===== config.mk =====
export PLATFORM = sky130hd
export DESIGN_NAME = cgu_upper_regs
export DESIGN_NICKNAME = d
export VERILOG_FILES = /design/src/hw/cgu_pkg.sv /design/src/hw/cgu_upper_regs.sv
export SDC_FILE = /design/constraint.sdc
export NUM_CORES = 1
export LEC_CHECK = 0
export BUFFER_PORTS_ARGS = -buffer_cell sky130_fd_sc_hd__buf_2
export CAP_MARGIN = 25
export CORE_MARGIN = 1.5
export CORE_UTILIZATION = 46
export CTS_CLUSTER_DIAMETER = 80
export DETAILED_ROUTE_END_ITERATION = 10
export PLACE_DENSITY = 0.91
export SYNTH_ARGS = -nofsm -noshare
export SYNTH_HDL_FRONTEND = slang
export SYNTH_SLANG_ARGS = --single-unit

===== constraint.sdc =====
create_clock -name clk -period 1.3 [get_ports clk]
set_clock_uncertainty 0.1 [all_clocks]
set_input_delay 0.325 -clock clk [delete_from_list [all_inputs] [get_ports clk]]
set_output_delay 0.325 -clock clk [all_outputs]
set_load 0.02 [all_outputs]

===== src/hw/cgu_pkg.sv =====
// constants for the upper configuration bytes and the test-mode select
// assumes byte-wide register indices from the serial management engine
package cgu_pkg;

    // ==========================================================
    // register indices
    localparam logic [7:0] CGU_IDX_PART_ID      = 8'h0C;
    localparam logic [7:0] CGU_IDX_RSVD_A       = 8'h0D;
    localparam logic [7:0] CGU_IDX_RSVD_B       = 8'h0E;
    localparam logic [7:0] CGU_IDX_READBACK_LEN = 8'h0F;
    localparam logic [7:0] CGU_IDX_RSVD_FIRST   = 8'h10;
    localparam logic [7:0] CGU_IDX_RSVD_LAST    = 8'h28;
    localparam logic [7:0] CGU_IDX_PROG_ENABLE  = 8'h29;

    // ==========================================================
    // field layout
    localparam int         CGU_PART_ID_LSB      = 4;
    localparam int         CGU_READBACK_MSB     = 5;
    localparam int         CGU_CPU_ENABLE_BIT   = 1;
    localparam int         CGU_LCD_ENABLE_BIT   = 0;

    // ==========================================================
    // values after reset
    localparam logic [5:0] CGU_READBACK_RESET   = 6'h0F;
    localparam logic [1:0] CGU_PROG_EN_RESET    = 2'h0;
    localparam logic [7:0] CGU_READ_ZERO        = 8'h00;

    // ==========================================================
    // output behaviour chosen by the test pins
    typedef enum logic [1:0] {
        CGU_OUT_NORMAL,
        CGU_OUT_HIZ,
        CGU_OUT_REF_DIV
    } cgu_out_mode_type;

endpackage


===== src/hw/cgu_upper_regs.sv =====
// upper configuration bytes and pin-selected test mode of the clock chip
// assumes the serial engine presents a byte index, a one-cycle write
// strobe and reads back one cycle later; test pins are synchronous
//
// Function
// - index 12 reads fixed part identifier in bits 7:4, reserved low nibble
// - indices 13 and 14 are reserved bytes reading zero
// - index 15 holds six-bit readback count, resets to fifteen
// - indices 16 through 40 are reserved, no control function
// - index 41 bit 1 gates CPU divider programming, resets zero
// - index 41 bit 0 gates LCD divider programming, resets zero
// - test mode only if test-select pin high at power-up
// - test mode holds until power is cycled
// - in test mode, mode pin low gives hi-z, high gives ref/N
`timescale 1ns/100ps

module cgu_upper_regs
    import cgu_pkg::*;
#(
    parameter logic [3:0] PART_ID = 4'h5   // arbitrary value
) (
    input  wire logic        clk,
    input  wire logic        rst,
    input  wire logic [7:0]  regIndex,
    input  wire logic        regWrite,
    input  wire logic [7:0]  regWriteData,
    output logic      [7:0]  regReadData,
    output logic      [5:0]  readbackLength,
    input  wire logic        cpuDividerWriteReq,
    output logic             cpuDividerWriteAccept,
    input  wire logic        lcdDividerWriteReq,
    output logic             lcdDividerWriteAccept,
    input  wire logic        testSel,
    input  wire logic        testModePin,
    output logic             testModeActive,
    output logic             outputsHiZ,
    output logic             outputsRefDiv
);

    // ==========================================================
    // register file
    logic [5:0] readbackLen_q;
    logic [5:0] readbackLen_d;
    logic       cpuProgEn_q;
    logic       cpuProgEn_d;
    logic       lcdProgEn_q;
    logic       lcdProgEn_d;
    logic [7:0] readData_q;
    logic [7:0] readData_d;

    function automatic logic [7:0] readMux(
        input logic [7:0] idx,
        input logic [5:0] len,
        input logic       cpuEn,
        input logic       lcdEn
    );
        logic [7:0] val;
        val = CGU_READ_ZERO;
        unique case (idx)
            CGU_IDX_PART_ID:
                val = {PART_ID, 4'h0};
            CGU_IDX_READBACK_LEN:
                val = {2'h0, len};
            CGU_IDX_PROG_ENABLE:
                val = {6'h00, cpuEn, lcdEn};
            default:
                val = CGU_READ_ZERO;
        endcase
        return val;
    endfunction

    // one decoder for every write target keeps strobe and index
    // qualification in a single place
    function automatic logic writeHit(
        input logic       strobe,
        input logic [7:0] idx,
        input logic [7:0] target
    );
        return strobe && (idx == target);
    endfunction

    // ==========================================================
    // readback count
    always_comb begin
        readbackLen_d = readbackLen_q;
        // count write
        // bits 7:6 are reserved and are never stored
        if (writeHit(regWrite, regIndex, CGU_IDX_READBACK_LEN)) begin
            readbackLen_d = regWriteData[CGU_READBACK_MSB:0];
        end
    end

    always_ff @(posedge clk or posedge rst) begin
        if (rst) begin
            readbackLen_q <= CGU_READBACK_RESET;
        end else begin
            readbackLen_q <= readbackLen_d;
        end
    end

    assign readbackLength = readbackLen_q;

    // ==========================================================
    // divider programming enables
    always_comb begin
        cpuProgEn_d = cpuProgEn_q;
        lcdProgEn_d = lcdProgEn_q;
        // bits 7:2 are reserved and are never stored
        if (writeHit(regWrite, regIndex, CGU_IDX_PROG_ENABLE)) begin
            cpuProgEn_d = regWriteData[CGU_CPU_ENABLE_BIT];
            lcdProgEn_d = regWriteData[CGU_LCD_ENABLE_BIT];
        end
    end

    always_ff @(posedge clk or posedge rst) begin
        if (rst) begin
            cpuProgEn_q <= CGU_PROG_EN_RESET[CGU_CPU_ENABLE_BIT];
            lcdProgEn_q <= CGU_PROG_EN_RESET[CGU_LCD_ENABLE_BIT];
        end else begin
            cpuProgEn_q <= cpuProgEn_d;
            lcdProgEn_q <= lcdProgEn_d;
        end
    end

    // ==========================================================
    // read data
    // writes to read-only and reserved bytes are dropped silently; a
    // read sees the registers as they stood before a same-edge write
    always_comb begin
        readData_d = readMux(regIndex, readbackLen_q, cpuProgEn_q,
                             lcdProgEn_q);
    end

    always_ff @(posedge clk or posedge rst) begin
        if (rst) begin
            readData_q <= CGU_READ_ZERO;
        end else begin
            readData_q <= readData_d;
        end
    end

    assign regReadData = readData_q;

    // ==========================================================
    // divider programming gates
    logic [1:0] gateReq;
    logic [1:0] gateEn;
    logic [1:0] gateAccept;

    assign gateReq[CGU_CPU_ENABLE_BIT] = cpuDividerWriteReq;
    assign gateReq[CGU_LCD_ENABLE_BIT] = lcdDividerWriteReq;
    assign gateEn[CGU_CPU_ENABLE_BIT]  = cpuProgEn_q;
    assign gateEn[CGU_LCD_ENABLE_BIT]  = lcdProgEn_q;

    // enable is a flop, so a request never sees a same-edge write
    for (genvar g = 0; g < 2; g++) begin : gGate
        assign gateAccept[g] = gateReq[g] & gateEn[g];
    end

    assign cpuDividerWriteAccept = gateAccept[CGU_CPU_ENABLE_BIT];
    assign lcdDividerWriteAccept = gateAccept[CGU_LCD_ENABLE_BIT];

    // ==========================================================
    // test-mode selection
    logic             strapTaken_q;
    logic             strapTaken_d;
    logic             testLatched_q;
    logic             testLatched_d;
    cgu_out_mode_type mode_q;
    cgu_out_mode_type mode_d;

    // strap at power-up
    // pin is caught once on the first edge after release; an async
    // reset may only load a constant, so it cannot sample the pin
    always_comb begin
        strapTaken_d  = 1'b1;
        testLatched_d = testLatched_q;
        if (!strapTaken_q) begin
            testLatched_d = testSel;
        end
    end

    // sticky until power
    // no later edge can clear it; only rst (power-on) does
    always_ff @(posedge clk or posedge rst) begin
        if (rst) begin
            strapTaken_q  <= 1'b0;
            testLatched_q <= 1'b0;
        end else begin
            strapTaken_q  <= strapTaken_d;
            testLatched_q <= testLatched_d;
        end
    end

    assign testModeActive = testLatched_q;

    // ==========================================================
    // output mode
    // decoded from the next strap value so the flags are already right
    // on the very edge that takes the strap
    always_comb begin
        mode_d = CGU_OUT_NORMAL;
        if (testLatched_d) begin
            mode_d = testModePin ? CGU_OUT_REF_DIV : CGU_OUT_HIZ;
        end
    end

    always_ff @(posedge clk or posedge rst) begin
        if (rst) begin
            mode_q <= CGU_OUT_NORMAL;
        end else begin
            mode_q <= mode_d;
        end
    end

    assign outputsHiZ    = (mode_q == CGU_OUT_HIZ);
    assign outputsRefDiv = (mode_q == CGU_OUT_REF_DIV);

endmodule


Word-level counts from Yosys, hierarchy flattened
Cells that the tools add are included.
{"block": "totals", "in_bits": 23, "wordCells": 20, "output_inout_bits": 19, "regBits": 20}
{"block": "classes", "n_mux": 4, "n_eq_ne": 5, "bitwise_logic": 2, "n_reduce_logical": 2}
{"op": "case mux 7 bit (3 select lines)", "count": 1}
{"op": "equality test 8 x 4 -> 1 bit (second input constant)", "count": 2}
{"op": "equality test 8 x 6 -> 1 bit (second input constant)", "count": 1}
{"op": "2-to-1 mux 2 bit", "count": 2}
{"op": "bitwise AND 1 bit", "count": 2}
{"op": "equality test 2 x 1 -> 1 bit (second input constant)", "count": 1}
{"op": "equality test 2 bit (second input constant)", "count": 1}
{"op": "logical AND 1 bit", "count": 2}
{"op": "2-to-1 mux 1 bit", "count": 1}

Longest topological paths before layout
Gate-level depths: netlist of the first run.
{"block": "depth", "ltp_word": 2, "ltp_mapped": 3, "mapped_depth_nobuf": 3}

Least setup slack after synthesis of the first run
OpenSTA, ideal clock, no wires.
{"block": "synth_timing", "path_type": "input to register", "startpoint": "in regIndex[4]", "endpoint": "reg cpuProgEn_q", "required_time_ps": 1075, "arrival_time_ps": 1178, "n_path_buf": 0, "cell_stages": 3, "slack_ps": -103, "path_cell_list": "nor4b_4 -> nand3_1 -> mux2_2"}
{"block": "synth_via", "elab_chain_cells": 2}
{"element": "start: declaration", "line_no": "cgu_upper_regs.sv:24", "source": "input wire logic [7:0] regIndex,"}
{"element": "equality test 8 x 6 -> 1 bit", "line_no": "cgu_upper_regs.sv:79", "source": "return strobe && (idx == target);"}
{"element": "logical AND 1 bit", "line_no": "cgu_upper_regs.sv:79"}
{"element": "end signal: assignment", "line_no": "cgu_upper_regs.sv:117", "source": "cpuProgEn_q <= CGU_PROG_EN_RESET[CGU_CPU_ENABLE_BIT];"}
{"element": "end signal: assignment", "line_no": "cgu_upper_regs.sv:120", "source": "cpuProgEn_q <= cpuProgEn_d;"}
{"element": "end: declaration", "line_no": "cgu_upper_regs.sv:44", "source": "logic cpuProgEn_q;"}
Every way passes these cells.
A chain may end at the register's enable or synchronous reset.

Final worst setup path of the first run
{"block": "layout_timing", "startpoint": "reg readbackLen_q[1], in the netlist readbackLength[1]", "endpoint": "out readbackLength[1]"}
{"element": "start: declaration", "line_no": "cgu_upper_regs.sv:42", "source": "logic [5:0] readbackLen_q;"}
{"element": "start signal: assignment", "line_no": "cgu_upper_regs.sv:97", "source": "readbackLen_q <= readbackLen_d;"}
{"element": "end: declaration", "line_no": "cgu_upper_regs.sv:28", "source": "output logic [5:0] readbackLength,"}
No word-level cell between the ends.

==> flow_summary_export.csv, run 1 <==
group,metric,value,unit
placement,dp_cells,112,
detailed_routing,ant_nets,0,
die,dieArea,0.00197,mm²
finish,nets,136,
finish,syn2layout_area_growth,51.4,%
power,p_sw,0.276,mW
placement,io_buffers,38,
hold_path,whs_endpoint,"mode_q[0]",
placement,finalWeightedCongestion,0.714,
critical_path,critPathTopFamily,"flip-flops",
synthesis,synth-simple-area-share,20.5,%
synthesis,synthCells,56,
clocking,cts_max_path_buffers,2,
synthesis,synth_fa_ha_area_share,0,%
global_route,grt_pass1_vias,637,
clocking,cts.clk_slew.worst_paths,0.10,ns
detailed_routing,wl_per_cell,17.5,µm
synthesis,yosysWarnings,0,
detailed_routing,first_iter_violations,27,
critical_path,path_cells,"buf_6",
clocking,clk_latency,0.29,ns
power,p_per_area,931,mW/mm²
placement,dp_slack,-0.301,ns
timing,hold_viol,0,
synthesis,ys_ff_latch,19,
hold_path,hold_class,"primary input to register",
detailed_routing,vias,713,
critical_path,reg2reg_from,"readbackLength[4]",
synthesis,ys_seq_area_share,61.0,%
synthesis,syn_area_per_cell,14.1,µm²
timing,min_period,1.40,ns
finish,drive_gt1_share,68.8,%
finish,layout.cells.non_filler,128,
power,intPower,0.833,mW
critical_path,r2r-end,"readbackLength[4]",
global_route,antenna_found_initial,0,
die,die_h,44.4,µm
global_route,grt_first_pass_wirelength,2910,µm
clocking,cts_made_buffers,3,
die,coreArea,0.00156,mm²
power,p_leak,0.660,nW
power,seqPwrFrac,57.0,%
timing,rsz0062_at_grt,"true",
power,power_frac_clock,26.0,%
finish,fillers,93,
critical_path,path_depth,1,
synthesis,synthesis.nets,79,
synthesis,post_synth_xor_area_fraction,0,%
global_route,grt_max_degree,20,
die,io_pins,42,
run_status,outcome,"finished with violations",
hold_path,min_path_cells,2,
finish,n_antenna_cell,0,
run_status,violations,"design-rule violations, negative setup slack",
detailed_routing,dr.pass1.iters,7,
critical_path,cp_slowest_cell,"dfstp_2",
synthesis,ys_types,21,
power,swShare,24.9,%
power,power.total,1.11,mW
die,rows,14,
timing,hold_ws,0.108,ns
finish,final_common_cell,"buf_2",
detailed_routing,routed_wl,2240,µm
run,drv_cap,0,
power,combPwrFrac,17.0,%
critical_path,worstRegToRegCells,3,
critical_path,cpPeakStageDelay,0.57,ns
clocking,cts_tree,"done",
synthesis,synth.mux.area_fraction,12.7,%
synthesis,synth_top_area_share,47.7,%
critical_path,worstPathArrival,0.97,ns
detailed_routing,route.detailed.drc,4,
critical_path,critical_path_class,"register to output port",
critical_path,critPathBufInv,1,
power,ir_worst_vdd,0.806,mV
global_route,grt-ovfl-total,0,
critical_path,endpoint_kind,"output port",
timing,finalSetupViolations,12,
hold_path,hold_start,"testModePin",
detailed_routing,via_per_inst,5.57,
timing,slew_viol_final,0,
finish,layout_common_cells,"28 x buf_2, 16 x buf_4, 15 x dfrtp_1",
global_route,grt_usage,21.6,%
clocking,cts-root-buf,"clkbuf_4",
synthesis,synth_top_family_by_area,"simple AND/OR/NAND/NOR gates",
critical_path,path_max_fanout,2,
placement,place_hpwl,1230,µm
critical_path,worstPathRequired,0.88,ns
timing,fin_crit_sh,107,%
timing,fmax,0.716,GHz
synthesis,synthTopCellsByArea,"dfrtp_1 48%, dfstp_2 13%, mux2_2 11%, nor4b_4 3.0%, and3_2 2.9%",
synthesis,synth_compound_area_share,2.86,%
die,initial_core_util,50.5,%
critical_path,r2r_slack,0.16,ns
synthesis,syn_area,787,µm²
critical_path,cp-start-kind,"register",
clocking,cts_max_level,1,
timing,timing.final.ws_setup,-0.0973,ns
clocking,cts.sinks,19,
synthesis,yosysTopAreaCell,"dfrtp_1",
die,dieWidth,44.4,µm
==> cell usage after synthesis, drive strengths merged <==
cell type  number
a21oi           1
a22o            2
and2            4
and3            3
and4b           1
buf             1
conb            2
dfrtp          15
dfstp           4
inv             2
mux2            8
mux2i           1
nand3           3
nand3b          1
nor2            2
nor2b           3
nor4b           1
nor4bb          1
or2             1
==> logic make-up (layout without fill, tap and decap cells) <==
family                 Yosys count  count (layout)
and+or+nand+nor                 20              20
buffers and inverters            3              59
AOI/OAI and AO/OA                3               3
muxes                            9               9
other                            2               2
DFF                             19              19
==> repair_timing <==
| item | in CTS | in global routing |
|---|---|---|
| pin swaps | 0 | 1 |
| hold buffers | 1 | 0 |
| gates resized for setup | 14 | 6 |
| buffers inserted | 6 | 5 |
| setup endpoints to repair | 9 | 14 |
| endpoints found under the hold margin | 15 | 0 |
==> cell type report <==
type | instances | area [µm²] | share of cell area (%)
inverter | 2 | 7.51 | 0.630
clock buffer | 4 | 26.3 | 2.21
tap | 16 | 20.0 | 1.68
timing repair buffer | 53 | 360 | 30.3
multi-input combinational | 34 | 297 | 24.9
sequential | 19 | 480 | 40.3
==> power by group through the flow <==
stage / logic [mW] / registers [mW] / clock network (mW)
floorplan: 0.0551 / 0.655 / 0
detailed placement: 0.137 / 0.642 / 0
global route: 0.201 / 0.633 / 0.325
finish: 0.189 / 0.632 / 0.289
CTS: 0.166 / 0.630 / 0.293
global placement: 0.132 / 0.639 / 0
==> flip-flops by register name (all words and copies together), names as in the netlist <==
| signal | cells |
|---|---|
| mode_q | 2 |
| cpuProgEn_q | 1 |
| lcdProgEn_q | 1 |
| testModeActive | 1 |
| readbackLength | 6 |
| strapTaken_q | 1 |
| regReadData | 7 |
==> per-stage QoR <==
stage          area, µm²  setup TNS (ns)  util (%)
3_3_place_gp        1010           -2.23      64.9
4_1_cts             1140          -0.639      72.9
5_1_grt             1190           -1.17      76.4
2_1_floorplan        787          -0.647         -
3_5_place_dp        1010           -2.83      64.9
6_report            1190          -0.728      76.4
==> metal layers <==
metal	global-route usage [%]	part of all wire [%]	up-vias
met5	0	0	-
met4	15.2	4.2	0
met3	5.31	6.0	12
met2	37.9	56	44
met1	22.3	34	356
li1	-	-	301
==> worst max path at each step <==
| stage | from | endpoint | slack [ns] |
|---|---|---|---|
| floorplan | regIndex[4] | cpuProgEn_q | -0.10 |
| global placement | regIndex[4] | cpuProgEn_q | -0.25 |
| detailed placement | regIndex[4] | cpuProgEn_q | -0.30 |
| CTS | readbackLength[3] | readbackLength[3] | -0.09 |
| global route | mode_q[1] | outputsRefDiv | -0.15 |
| finish | readbackLength[1] | readbackLength[1] | -0.1 |
No activity file was read; power rests on OpenSTA's default activity.
==> run 2, diff against run 1 <==
--- a/config.mk
+++ b/config.mk
@@ -5,10 +5,11 @@
 export SDC_FILE = /design/constraint.sdc
 export NUM_CORES = 1
 export LEC_CHECK = 0
+export ABC_AREA = 1
 export BUFFER_PORTS_ARGS = -buffer_cell sky130_fd_sc_hd__buf_2
 export CAP_MARGIN = 25
 export CORE_MARGIN = 1.5
-export CORE_UTILIZATION = 46
+export CORE_UTILIZATION = 48
 export CTS_CLUSTER_DIAMETER = 80
 export DETAILED_ROUTE_END_ITERATION = 10
 export PLACE_DENSITY = 0.91
==> run 2 against run 1 <==
  * The run ends with negative setup slack left
  * Wire length down 14%
  * Total power up 0.79%
  * Flip-flop and latch count stayed put
  * Synthesized area up 17%
==> flow_summary_export.csv, run 2 <==
group,metric,value,unit
power,power_frac_clock,25.9,%
clocking,cts_max_path_buffers,2,
clocking,cts-root-buf,"clkbuf_4",
critical_path,critPathTopFamily,"flip-flops",
synthesis,synthesis.nets,133,
critical_path,worstPathRequired,0.88,ns
clocking,cts.sinks,19,
critical_path,worstRegToRegCells,3,
detailed_routing,first_iter_violations,11,
global_route,grt_usage,18.7,%
detailed_routing,dr.pass1.iters,4,
global_route,grt_first_pass_wirelength,2840,µm
placement,place_hpwl,1440,µm
critical_path,cp-start-kind,"register",
die,initial_core_util,52.0,%
placement,io_buffers,38,
global_route,grt_pass1_vias,733,
finish,n_antenna_cell,0,
power,swShare,26.2,%
detailed_routing,routed_wl,1930,µm
power,seqPwrFrac,56.5,%
die,io_pins,42,
clocking,clk_latency,0.28,ns
critical_path,crit_end,"readbackLength[1]",
clocking,cts.clk_slew.worst_paths,0.10,ns
power,p_leak,0.748,nW
global_route,grt-ovfl-total,0,
critical_path,r2r_slack,0.32,ns
finish,multi_input_comb_area,320,µm²
clocking,cts_made_buffers,3,
hold_path,hold_class,"primary input to register",
run_status,violations,"negative setup slack",
finish,drive_gt1_share,42.5,%
critical_path,cp_slowest_cell,"dfstp_2",
detailed_routing,ant_nets,0,
timing,min_period,1.39,ns
finish,syn2layout_area_growth,39.3,%
power,combPwrFrac,17.6,%
clocking,cts_tree,"done",
synthesis,synthTopCellsByArea,"dfrtp_1 41%, nand2_1 12%, dfstp_2 11%, inv_1 7.8%, nand4_1 4.8%",
timing,rsz0062_at_grt,"true",
run,drv_cap,0,
detailed_routing,wl_per_cell,10.4,µm
synthesis,synth_edf_count,0,
timing,slew_viol_final,0,
timing,hold_ws,0.0908,ns
synthesis,async_flop_share,100,%
critical_path,endpoint_kind,"output port",
run_status,outcome,"finished with violations",
synthesis,post_synth_xor_area_fraction,0,%
placement,dp_cells,174,
die,die_h,46.7,µm
finish,seqCellArea,480,µm²
global_route,grt_max_degree,20,
die,dieArea,0.00218,mm²
synthesis,synth.mux.area_fraction,0,%
detailed_routing,vias,839,
finish,final_common_cell,"nand2_1",
timing,timing.final.ws_setup,-0.0917,ns
placement,finalWeightedCongestion,0.752,
synthesis,yosysTopAreaCell,"dfrtp_1",
synthesis,ys_types,17,
timing,fin_crit_sh,107,%
power,p_per_area,875,mW/mm²
detailed_routing,route.detailed.drc,0,
detailed_routing,via_per_inst,4.54,
timing,fmax,0.719,GHz
finish,fillers,153,
critical_path,cpPeakStageDelay,0.56,ns
timing,hold_viol,0,
synthesis,synth_fa_ha_area_share,0,%
finish,final_util,72.4,%
critical_path,worstPathArrival,0.97,ns
finish,layout_common_cells,"29 x nand2_1, 27 x buf_2, 19 x inv_1",
synthesis,yosys_most_used_dff,"dfrtp_1",
critical_path,path_cells,"buf_6",
synthesis,synth_compound_area_share,1.09,%
power,ir_worst_vdd,0.505,mV
critical_path,critPathBufInv,1,
finish,largest_reg_flops,7,
synthesis,ys_ff_latch,19,
synthesis,synth_most_common_cell,"nand2_1",
synthesis,ys_seq_area_share,52.4,%
critical_path,critical_path_class,"register to output port",
power,p_sw,0.293,mW
critical_path,path_max_fanout,2,
die,dieWidth,46.7,µm
finish,layout.cells.non_filler,185,
timing,setup-tns-final,-0.560,ns
synthesis,syn_area_per_cell,8.34,µm²
clocking,cts_max_level,1,
synthesis,synth_top_family_by_area,"simple AND/OR/NAND/NOR gates",
timing,finalSetupViolations,8,
critical_path,reg2reg_from,"readbackLength[1]",
power,power.total,1.12,mW
die,rows,15,
power,intPower,0.825,mW
critical_path,path_depth,1,
synthesis,yosysWarnings,0,
synthesis,syn_area,917,µm²
finish,nets,184,
synthesis,synthTopCellsByCount,"29 x nand2_1, 19 x inv_1, 15 x dfrtp_1",
global_route,antenna_found_initial,0,
synthesis,synthCells,110,
critical_path,r2r-end,"regReadData[1]",
critical_path,crit_start,"readbackLength[1]",
synthesis,synth_top_area_share,40.9,%
synthesis,synth-simple-area-share,33.0,%
die,coreArea,0.00176,mm²
[run 2: cell types whose count changed in the layout (fill, tap and decap cells not counted), sizes merged, moves of 4 or more]
| cell | previous run | this run |
|---|---|---|
| nand4 | 0 | 7 |
| and2 | 4 | 0 |
| nand3 | 3 | 7 |
| nor2 | 2 | 16 |
| inv | 2 | 20 |
| mux2 | 8 | 0 |
| nand2 | 0 | 33 |
[run 2: cell type report]
cell class                      count  share of cell area, %
Timing Repair Buffer               50                   26.9
Multi-Input combinational cell     67                   25.1
Sequential cell                    19                   37.6
Inverter                           20                   5.88
Tap cell                           25                   2.45
Clock buffer                        4                   2.06
[run 2: stage by stage]
step                      instance area [µm²]  worst slack [ns]
final                                    1280           -0.0917
after global routing                     1280            -0.150
after CTS                                1250           -0.0845
after detailed placement                 1130            0.0481
after global placement                   1130            0.0945
after floorplan                           917             0.219
[run 2: logic make-up after synthesis]
kind of cell / count (synthesis)
AND/OR/NAND/NOR: 63
buffers and inverters: 24
flip-flops: 19
AO/OA/AOI/OAI: 2
other: 2
[run 2: worst min-delay path by stage]
stage / startpoint / end / cells past startpoint
after floorplan: rst / cpuProgEn_q / 1
after global placement: rst / regReadData[3] / 3
after detailed placement: rst / regReadData[3] / 3
after CTS: testModePin / mode_q[0] / 2
after global routing: testModePin / mode_q[0] / 2
final: testModePin / mode_q[0] / 2
[run 2: power groups by stage]
stage          combinational [mW]  sequential [mW]  clock, mW
6_report                    0.197            0.632      0.289
5_1_grt                     0.219            0.634      0.324
4_1_cts                     0.188            0.630      0.290
3_5_place_dp                0.160            0.642          0
3_3_place_gp                0.154            0.640          0
2_1_floorplan              0.0809            0.655          0
[run 2: routing by layer]
| metal | vias to the layer above | track usage [%] | share of wire (%) |
|---|---|---|---|
| met1 | 381 | 21.0 | 40 |
| met4 | 0 | 6.11 | 0 |
| met2 | 31 | 35.0 | 55 |
| met5 | - | 0 | 0 |
| met3 | 0 | 3.92 | 5.6 |
| li1 | 427 | - | - |
[run 2: what timing repair did]
item                                    in CTS  in global routing
setup buffers                                5                  1
endpoints found under the hold margin       15                  0
hold buffers                                 1                  0
pin swaps                                    1                  2
resized for setup                           14                  6
gates cloned                                 0                  0
endpoints found under the setup margin       8                 11
